File: config.mk
export PLATFORM = sky130hd
export DESIGN_NAME = fci_device_flat
export DESIGN_NICKNAME = d
export VERILOG_FILES = /design/src/fci_pkg.sv /design/src/fci_if.sv /design/src/fci_device.sv /design/src/flat_wrapper.sv
export SDC_FILE = /design/constraint.sdc
export NUM_CORES = 1
export LEC_CHECK = 0
export BUFFER_PORTS_ARGS = -buffer_cell sky130_fd_sc_hd__buf_2
export CORE_AREA = 4 4 92 137
export DETAILED_ROUTE_END_ITERATION = 10
export DIE_AREA = 0 0 96 141
export GPL_TIMING_DRIVEN = 1
export PLACE_DENSITY_LB_ADDON = 0.3
export RECOVER_POWER = 25
export REMOVE_ABC_BUFFERS = 1
export SETUP_SLACK_MARGIN = 0.3
export SLEW_MARGIN = 20
export SYNTH_ARGS = -nofsm -noshare
export SYNTH_HDL_FRONTEND = slang
export SYNTH_SLANG_ARGS = --single-unit
File: constraint.sdc
create_clock -name clock -period 2.2 [get_ports clock]
set_input_delay 0.44 -clock clock [delete_from_list [all_inputs] [get_ports clock]]
set_output_delay 0.44 -clock clock [all_outputs]
set_load 0.05 [all_outputs]
File: src/fci_pkg.sv
`default_nettype none
package fci_pkg;
    localparam int ADDR_W = 20;
    localparam int DATA_W = 16;
    localparam int CODE_ADDR_W = 14;
    localparam logic [13:0] ADDR_1554 = 14'h1554;
    localparam logic [13:0] ADDR_2AA8 = 14'h2AA8;
    localparam logic [7:0] CMD_UNLOCK1 = 8'hA8;
    localparam logic [7:0] CMD_UNLOCK2 = 8'h54;
    localparam logic [7:0] CMD_READ_RESET = 8'hF0;
    localparam logic [7:0] CMD_PROGRAM = 8'hA0;
    localparam logic [7:0] CMD_ERASE_EN = 8'h80;
    localparam logic [7:0] CMD_BLOCK_CONFIRM = 8'h30;
    localparam logic [7:0] CMD_CHIP_ERASE = 8'h10;
    localparam logic [7:0] CMD_SUSPEND = 8'hB0;
    localparam logic [15:0] DATA_TEMP_UNPROTECT = 16'hFFFF;
    localparam logic [15:0] DATA_TEMP_PROTECT = 16'hFFFB;
    localparam int STATUS_POLL_BIT = 7;
    localparam int STATUS_TOGGLE_BIT = 6;
    localparam int STATUS_TIMER_BIT = 3;
    localparam int STATUS_TOGGLE2_BIT = 2;
    localparam int CLK_MHZ = 40;
    localparam int ERASE_TIMEOUT_US = 96;
    localparam int ERASE_TIMEOUT_CYC = ERASE_TIMEOUT_US * CLK_MHZ;
    localparam int CNT_W = 16;
    localparam logic [15:0] PROG_CYC_DEF = 16'h0010;
    localparam logic [15:0] ERASE_CYC_DEF = 16'h0100;

    function automatic logic is_code(input logic [19:0] a, input logic [13:0] c);
        return a[CODE_ADDR_W-1:0] == c;
    endfunction
endpackage
`default_nettype wire

File: src/fci_if.sv
`timescale 1ns/1ps
`default_nettype none
interface fci_if;
    logic wr;
    logic rd;
    logic [19:0] addr;
    logic [15:0] wdata;
    logic fetch_from_flash;
    logic [15:0] rdata;
    logic busy;
    logic code_unprotected;

    modport device (
        input wr,
        input rd,
        input addr,
        input wdata,
        input fetch_from_flash,
        output rdata,
        output busy,
        output code_unprotected
    );
    modport cpu (
        output wr,
        output rd,
        output addr,
        output wdata,
        output fetch_from_flash,
        input rdata,
        input busy,
        input code_unprotected
    );
endinterface
`default_nettype wire

File: src/fci_device.sv
`timescale 1ns/1ps
`default_nettype none
module fci_device #(
    parameter int ERASE_TIMEOUT = fci_pkg::ERASE_TIMEOUT_CYC,
    parameter logic [15:0] PROG_CYC = fci_pkg::PROG_CYC_DEF,
    parameter logic [15:0] ERASE_CYC = fci_pkg::ERASE_CYC_DEF
) (
    input wire logic clock,
    input wire logic rst_n,
    fci_if.device bus,
    input wire logic [15:0] array_rdata,
    output logic prog_req,
    output logic [19:0] prog_addr,
    output logic [15:0] prog_data,
    output logic [19:0] erase_block_addr,
    output logic erase_block_req,
    output logic chip_erase_req,
    output logic erase_suspended
);
    typedef enum logic [3:0] {
        FCI_READ, FCI_U1, FCI_U2, FCI_PROG_DATA, FCI_E3, FCI_E4, FCI_E5,
        FCI_TIMEOUT, FCI_PROGRAMMING, FCI_ERASING, FCI_SUSPENDED
    } fci_state_t;

    fci_state_t state_q;
    logic [31:0] timer_q;
    logic toggle_q;
    logic unprot_q;
    logic [7:0] cmd;
    logic [15:0] status;
    logic is_a, is_b;

    assign cmd = bus.wdata[7:0];
    assign is_a = fci_pkg::is_code(bus.addr, fci_pkg::ADDR_1554);
    assign is_b = fci_pkg::is_code(bus.addr, fci_pkg::ADDR_2AA8);

    // Sequencer; an unexpected write in an unlock or timeout step falls back to array read.
    always_ff @(posedge clock or negedge rst_n) begin
        if (!rst_n) begin
            state_q <= FCI_READ;
        end else if (bus.wr && !bus.fetch_from_flash) begin
            unique case (state_q)
                FCI_READ, FCI_U1: begin
                    if (cmd == fci_pkg::CMD_UNLOCK1 && is_a) begin
                        state_q <= FCI_U1;
                    end else begin
                        state_q <= FCI_READ;
                    end
                end
                default: state_q <= state_q;
            endcase
            if (state_q == FCI_U1) begin
                state_q <= (cmd == fci_pkg::CMD_UNLOCK2 && is_b) ? FCI_U2 : FCI_READ;
            end
            if (state_q == FCI_U2) begin
                if (cmd == fci_pkg::CMD_PROGRAM && is_a) begin
                    state_q <= FCI_PROG_DATA;
                end else if (cmd == fci_pkg::CMD_ERASE_EN && is_a) begin
                    state_q <= FCI_E3;
                end else begin
                    state_q <= FCI_READ;
                end
            end
            if (state_q == FCI_PROG_DATA) begin
                state_q <= FCI_PROGRAMMING;
            end
            if (state_q == FCI_E3) begin
                state_q <= (cmd == fci_pkg::CMD_UNLOCK1 && is_a) ? FCI_E4 : FCI_READ;
            end
            if (state_q == FCI_E4) begin
                state_q <= (cmd == fci_pkg::CMD_UNLOCK2 && is_b) ? FCI_E5 : FCI_READ;
            end
            if (state_q == FCI_E5) begin
                if (cmd == fci_pkg::CMD_BLOCK_CONFIRM) begin
                    state_q <= FCI_TIMEOUT;
                end else if (cmd == fci_pkg::CMD_CHIP_ERASE && is_a) begin
                    state_q <= FCI_ERASING;
                end else begin
                    state_q <= FCI_READ;
                end
            end
            if (state_q == FCI_TIMEOUT) begin
                if (cmd == fci_pkg::CMD_BLOCK_CONFIRM) begin
                    state_q <= FCI_TIMEOUT;
                end else if (cmd == fci_pkg::CMD_SUSPEND) begin
                    state_q <= FCI_SUSPENDED;
                end else begin
                    state_q <= FCI_READ;
                end
            end
            if (state_q == FCI_ERASING) begin
                if (cmd == fci_pkg::CMD_SUSPEND) begin
                    state_q <= FCI_SUSPENDED;
                end else if (cmd == fci_pkg::CMD_READ_RESET) begin
                    state_q <= FCI_READ;
                end else begin
                    state_q <= FCI_ERASING;
                end
            end
            if (state_q == FCI_SUSPENDED) begin
                // Resume with 30; reset here abandons the erase for good.
                if (cmd == fci_pkg::CMD_BLOCK_CONFIRM) begin
                    state_q <= FCI_ERASING;
                end else if (cmd == fci_pkg::CMD_READ_RESET) begin
                    state_q <= FCI_READ;
                end else begin
                    state_q <= FCI_SUSPENDED;
                end
            end
            if (state_q == FCI_PROGRAMMING) begin
                state_q <= FCI_PROGRAMMING;
            end
        end else if (state_q == FCI_TIMEOUT && timer_q == 32'h0000_0000) begin
            state_q <= FCI_ERASING;
        end else if (state_q == FCI_PROGRAMMING && timer_q == 32'h0000_0000) begin
            state_q <= FCI_READ;
        end else if (state_q == FCI_ERASING && timer_q == 32'h0000_0000) begin
            state_q <= FCI_READ;
        end
    end

    // One down counter serves timeout, program and erase durations.
    always_ff @(posedge clock or negedge rst_n) begin
        if (!rst_n) begin
            timer_q <= 32'h0000_0000;
        end else if (bus.wr && !bus.fetch_from_flash && cmd == fci_pkg::CMD_BLOCK_CONFIRM
                     && (state_q == FCI_E5 || state_q == FCI_TIMEOUT)) begin
            timer_q <= 32'(ERASE_TIMEOUT - 1);
        end else if (bus.wr && !bus.fetch_from_flash && state_q == FCI_PROG_DATA) begin
            timer_q <= 32'(PROG_CYC);
        end else if (state_q == FCI_TIMEOUT && timer_q == 32'h0000_0000) begin
            timer_q <= 32'(ERASE_CYC);
        end else if (bus.wr && !bus.fetch_from_flash && state_q == FCI_E5
                     && cmd == fci_pkg::CMD_CHIP_ERASE && is_a) begin
            timer_q <= 32'(ERASE_CYC);
        end else if (bus.wr && !bus.fetch_from_flash && state_q == FCI_TIMEOUT
                     && cmd == fci_pkg::CMD_SUSPEND) begin
            // Suspending inside the window ends it, so a resume erases in full.
            timer_q <= 32'(ERASE_CYC);
        end else if (timer_q != 32'h0000_0000 && state_q != FCI_SUSPENDED) begin
            timer_q <= timer_q - 32'h0000_0001;
        end
    end

    // Erase start and program pulses for the array engine.
    always_ff @(posedge clock or negedge rst_n) begin
        if (!rst_n) begin
            prog_req <= 1'b0;
            prog_addr <= 20'h00000;
            prog_data <= 16'h0000;
            erase_block_req <= 1'b0;
            erase_block_addr <= 20'h00000;
            chip_erase_req <= 1'b0;
        end else begin
            prog_req <= bus.wr && !bus.fetch_from_flash && state_q == FCI_PROG_DATA;
            erase_block_req <= bus.wr && !bus.fetch_from_flash
                && cmd == fci_pkg::CMD_BLOCK_CONFIRM
                && (state_q == FCI_E5 || state_q == FCI_TIMEOUT);
            chip_erase_req <= bus.wr && !bus.fetch_from_flash && state_q == FCI_E5
                && cmd == fci_pkg::CMD_CHIP_ERASE && is_a;
            if (bus.wr && !bus.fetch_from_flash && state_q == FCI_PROG_DATA) begin
                prog_addr <= bus.addr;
                prog_data <= bus.wdata;
            end
            // Only a confirm accepted by the sequencer may move the block address.
            if (bus.wr && !bus.fetch_from_flash && cmd == fci_pkg::CMD_BLOCK_CONFIRM
                && (state_q == FCI_E5 || state_q == FCI_TIMEOUT)) begin
                erase_block_addr <= bus.addr;
            end
        end
    end

    // Flash-fetched writes carry only the code protection commands.
    always_ff @(posedge clock or negedge rst_n) begin
        if (!rst_n) begin
            unprot_q <= 1'b0;
        end else if (bus.wr && bus.fetch_from_flash) begin
            if (bus.wdata == fci_pkg::DATA_TEMP_UNPROTECT) begin
                unprot_q <= 1'b1;
            end else if (bus.wdata == fci_pkg::DATA_TEMP_PROTECT) begin
                unprot_q <= 1'b0;
            end
        end
    end

    always_ff @(posedge clock or negedge rst_n) begin
        if (!rst_n) begin
            toggle_q <= 1'b0;
        end else if (bus.rd && (state_q == FCI_PROGRAMMING || state_q == FCI_ERASING)) begin
            toggle_q <= !toggle_q;
        end
    end

    always_comb begin
        status = 16'h0000;
        status[fci_pkg::STATUS_POLL_BIT] = !(state_q == FCI_ERASING
            || state_q == FCI_PROGRAMMING || state_q == FCI_TIMEOUT);
        status[fci_pkg::STATUS_TOGGLE_BIT] = toggle_q;
        status[fci_pkg::STATUS_TOGGLE2_BIT] = toggle_q;
        status[fci_pkg::STATUS_TIMER_BIT] = state_q != FCI_TIMEOUT;
    end

    always_ff @(posedge clock or negedge rst_n) begin
        if (!rst_n) begin
            bus.rdata <= 16'h0000;
        end else if (state_q == FCI_PROGRAMMING || state_q == FCI_ERASING
                     || state_q == FCI_TIMEOUT) begin
            bus.rdata <= status;
        end else begin
            bus.rdata <= array_rdata;
        end
    end

    assign bus.busy = state_q == FCI_PROGRAMMING || state_q == FCI_ERASING
        || state_q == FCI_TIMEOUT;
    assign bus.code_unprotected = unprot_q;
    assign erase_suspended = state_q == FCI_SUSPENDED;
endmodule
`default_nettype wire

File: src/flat_wrapper.sv
// flat-port wrapper written by rule: the top's interface ports become plain ports
module fci_device_flat 
#(
    parameter int ERASE_TIMEOUT = fci_pkg::ERASE_TIMEOUT_CYC,
    parameter logic [15:0] PROG_CYC = fci_pkg::PROG_CYC_DEF,
    parameter logic [15:0] ERASE_CYC = fci_pkg::ERASE_CYC_DEF
)
  (clock, rst_n, array_rdata, prog_req, prog_addr, prog_data, erase_block_addr, erase_block_req, chip_erase_req, erase_suspended, bus_wr, bus_rd, bus_addr, bus_wdata, bus_fetch_from_flash, bus_rdata, bus_busy, bus_code_unprotected);
  fci_if bus_i ();
  input wire logic clock;
  input wire logic rst_n;
  input wire logic [15:0] array_rdata;
  output logic prog_req;
  output logic [19:0] prog_addr;
  output logic [15:0] prog_data;
  output logic [19:0] erase_block_addr;
  output logic erase_block_req;
  output logic chip_erase_req;
  output logic erase_suspended;
  input wire logic [$bits(bus_i.wr)-1:0] bus_wr;
  input wire logic [$bits(bus_i.rd)-1:0] bus_rd;
  input wire logic [$bits(bus_i.addr)-1:0] bus_addr;
  input wire logic [$bits(bus_i.wdata)-1:0] bus_wdata;
  input wire logic [$bits(bus_i.fetch_from_flash)-1:0] bus_fetch_from_flash;
  output wire logic [$bits(bus_i.rdata)-1:0] bus_rdata;
  output wire logic [$bits(bus_i.busy)-1:0] bus_busy;
  output wire logic [$bits(bus_i.code_unprotected)-1:0] bus_code_unprotected;
  assign bus_i.wr = bus_wr;
  assign bus_i.rd = bus_rd;
  assign bus_i.addr = bus_addr;
  assign bus_i.wdata = bus_wdata;
  assign bus_i.fetch_from_flash = bus_fetch_from_flash;
  assign bus_rdata = bus_i.rdata;
  assign bus_busy = bus_i.busy;
  assign bus_code_unprotected = bus_i.code_unprotected;
  fci_device #(.ERASE_TIMEOUT(ERASE_TIMEOUT), .PROG_CYC(PROG_CYC), .ERASE_CYC(ERASE_CYC)) u_core (.clock(clock), .rst_n(rst_n), .bus(bus_i), .array_rdata(array_rdata), .prog_req(prog_req), .prog_addr(prog_addr), .prog_data(prog_data), .erase_block_addr(erase_block_addr), .erase_block_req(erase_block_req), .chip_erase_req(chip_erase_req), .erase_suspended(erase_suspended));
endmodule
==> reports/results.txt <==
Walking the worst path, the cells encountered are or4_4 > nand4bb_4 > buf_4 > buf_6 > o21ai_4 > buf_4 > nor2_1 > xnor2_2 > nor2_4. For this design, the CTS-stage hold fixing added 0 buffers. Setup violations remaining at the end of the flow were counted as 25. After synthesis, the netlist uses 60 different library cells. Power density over the cells: 1160 nW/um^2. For this run, the register share of the synthesized area comes to 52.8%. The first global-routing pass estimated 25.2 mm of wire.

The area growth from synthesis to layout is 49.3%. The width of the die works out to 96 um. Setup repair after global routing could not meet its margin everywhere. The longest clock path from root to sink contains 2 buffers. After layout, the worst path uses 104% of the clock period. The average detailed-routed wire length per instance came out at 17.8 um.

Clock tree synthesis found a total of 113 sinks. For this block, the routed nets add up to 15.7 mm of wire. Number of enable flip-flop cells after synthesis: 0. The detail route stage leaves a number of antenna-violating nets equal to 0. The checks that failed: max-capacitance violations, max-slew violations, negative setup slack. The run finished, with violations left. For the count of nets after finishing, the log shows 781. The post-detailed-route DRC marker count came out at 0.

The critical path in this run is classified as reg -> reg. Counting instances in the post-synthesis netlist gives the leading cell types as 113 x dfrtp_1, 62 x nand2_1, 47 x mux2_2, 37 x nor2_1, 22 x nor3_1. For the pin with the worst max-slew slack, the measured transition is 1.54 ns.

The tools report the post-detailed-placement half-perimeter wirelength as 10.2 mm. The smallest hold slack was 0.234 ns; the CTS clock-pin slew for the worst setup and hold paths was 0.06 ns. For the final hold violation count, the log shows 0. The total area inside the core boundary comes to 11,500 sq um. The via count of the first global-routing pass was 5,093. The design draws 9.26 mW. In the post-synthesis netlist, the biggest area contributors are dfrtp_1 53%, mux2_2 9.9%, nand2_1 4.3%. The critical-path cell with the highest stage delay was or4_4. The synthesized area per cell is 10.9 sq um, and the minimum clock period after layout is 2.29 ns. The gate count after technology mapping is 490, and the total CTS buffers is 17. Across the routed clock network, the largest skew measured is 0.0137 ns.

The final standard cell area without fillers is 8000 sq um. The H-tree generated during clock tree synthesis spans 4 levels. The initial utilization of the core area, before any placement, comes to 46.7%. After global routing the overflow that remains totals 0. Cell area after placement: 6630 sq um. The tools report the root buffer cell as clkbuf_16.

The initial antenna violation count is 1, and the overall fraction of global-route tracks in use is 23.9%. Leaving out filler cells and counting taps, the final layout contains 886. 135 I/O pins were placed. STA classifies the critical path startpoint as a register. After detailed placement, the design holds a cell count of 819. The first detailed-routing pass ran for 4 iterations. Entering global routing, the biggest net connects 114 pins.

Along the worst path, the maximum fanout reaches 6. The tools report the max capacitance violation total as 1. The worst setup path is captured at a register.

The y dimension of the die was 141 um. In the routed layout, each cell is associated on average with a via count of 5.38. Derived from the worst setup path, the maximum achievable clock frequency is 436 MHz. Clock network latency to the later pin of the worst-skew pair: 0.41 ns. For the max-slew violation total from the final report, the log shows 114. The fraction of synthesis flops using an asynchronous set or reset pin was 100%.

Routability-driven placement finished with a final weighted congestion of 0.914. The peak supply drop is 644 uV, and the data arrival time of the worst path is 2.59 ns. The number of buffer cells added on primary ports came out at 134.

The source of the worst hold timing path is bus_addr[16]. The tools report the worst max-slew margin expressed relative to the limit as -2.71%. The logs give -0.0928 ns for the smallest setup slack after layout and 2.50 ns for the endpoint required time on the critical path. The tools report the vias after detailed routing as 4,771. Setup slack on the worst reg-to-reg path comes out at -0.09 ns. dfrtp_1 takes more of the synthesized area than any other cell. Among all cell types in the netlist, the one instantiated most often is dfrtp_1.

Row generation in the floorplan step produced 48 rows. Cells with a size suffix above 1 make up 52.9% of the layout. The synthesized netlist occupies a cell area of 5360 sq um. In this run the critical register-to-register path is launched from u_core.timer_q[24]. In this design, the critical path's most frequently occurring cell is buf_4.

Summed over its instances, the top area cell type makes up 52.8% of the synthesized netlist area. TritonCTS built the clock tree. Tracing the worst setup path back leads to its startpoint at u_core.timer_q[24]. Among all flip-flop cells after synthesis, the most frequent one is dfrtp_1. Post-synthesis sequential element count: 113.

The tightest min-delay check is of the in -> reg type. The first routing iteration left 215 violations. The stage delay of the slowest cell on the critical path is 0.53 ns. The die covers 13,500 sq um.

The count of yosys warnings during synthesis was 0; the cell leakage power was 3.87 nW.
[flip-flops by register name, indices dropped and copies added, names as in the netlist]
signal,cells
u_core.prog_req,1
u_core.prog_addr,20
u_core.toggle_q,1
u_core.prog_data,16
u_core.erase_block_addr,20
u_core.bus.rdata,16
u_core.bus.code_unprotected,1
u_core.erase_block_req,1
u_core.state_q,4
u_core.timer_q,32
u_core.chip_erase_req,1
[area by class of cell]
class | instances | area, sq um
Multi-Input combinational cell | 349 | 2770
Fill cell | 843 | 3470
Timing Repair Buffer | 233 | 1590
Tap cell | 150 | 188
Sequential cell | 113 | 2830
Clock buffer | 18 | 439
Antenna cell | 1 | 2.50
Clock inverter | 14 | 155
Inverter | 8 | 33.8
[critical path, delay by kind of cell, from the launching register on]
family | cells | cell delay (ns)
and+or+nand+nor | 4 | 0.92
DFF | 1 | 0.39
xor gates and xnor gates | 1 | 0.22
AOI/OAI and AO/OA | 1 | 0.17
buffers and inverters | 3 | 0.47
[cell usage in the layout, fill, tap and decap left out, drive strengths merged, types with 2 or more instances in the layout]
master	instances
a31oi	6
nand2b	9
xnor2	21
xor2	2
o21ai	18
or2	2
a311oi	2
and4	2
nor4b	4
mux2	47
a21o	3
and2	13
a21oi	13
or4	7
nand3	11
nor3	25
clkinvlp	3
bufinv	2
nor2	37
nor2b	6
nor4bb	5
nor3b	4
a32oi	2
buf	230
inv	11
clkbuf	21
ha	2
o31ai	3
clkinv	6
nand4	8
nand2	62
or3	4
dfrtp	113
nor4	13
and4b	2
o211ai	3
[metrics by stage]
stage / TNS (ns) / utilization (%) / setup slack (ns)
2_1_floorplan: -39.39 / - / -0.790
3_3_place_gp: -4.07 / 57.8 / -0.180
3_5_place_dp: -5.24 / 57.8 / -0.230
4_1_cts: -0.00188 / 67.4 / -0.00188
5_1_grt: -3.59 / 69.8 / -0.197
6_report: -1.45 / 69.8 / -0.0928
[path summary, 6_finish.rpt]
path,to,cells past startpoint
worst max-delay path,u_core.timer_q[12],9
worst min-delay path,u_core.prog_addr[16],3
worst max register to register,u_core.timer_q[12],9
worst min register to register,u_core.prog_addr[17],2
max in group asynchronous,u_core.state_q[2],2
min in group asynchronous,u_core.prog_addr[4],2
[repair_timing]
action / CTS / global route
pin swaps: 21 / 17
buffers inserted: 19 / 11
endpoints found under the setup margin: 69 / 87
gates resized for setup: 74 / 39
gates cloned: 3 / 1
[per-layer routing]
metal,vias to the layer above,part of all wire (%),GRT usage (%),wire length (um)
li1,2218,-,-,-
met3,37,6.9,7.58,1090
met5,-,0,0,0
met4,0,2.8,10.9,448
met1,2335,38,27.3,5950
met2,181,52,40.1,8260
[cells by family (layout without fill, tap and decap cells)]
group / after synthesis / in the layout / synth area share [%]
AOI/OAI and AO/OA: 58 / 59 / 7.31
adders and majority gates: 3 / 3 / 0.654
xor gates and xnor gates: 23 / 23 / 3.76
other: 0 / 1 / 0
muxes: 48 / 48 / 10.1
DFF: 113 / 113 / 52.8
and+or+nand+nor: 216 / 216 / 22.9
buffers and inverters: 29 / 273 / 2.61
[report_power, final]
group | switching (mW) | internal [mW]
Clock | 1.02 | 1.71
Sequential | 0.475 | 2.67
Combinational | 2.14 | 1.25
Power figures use the tool's default switching activity.
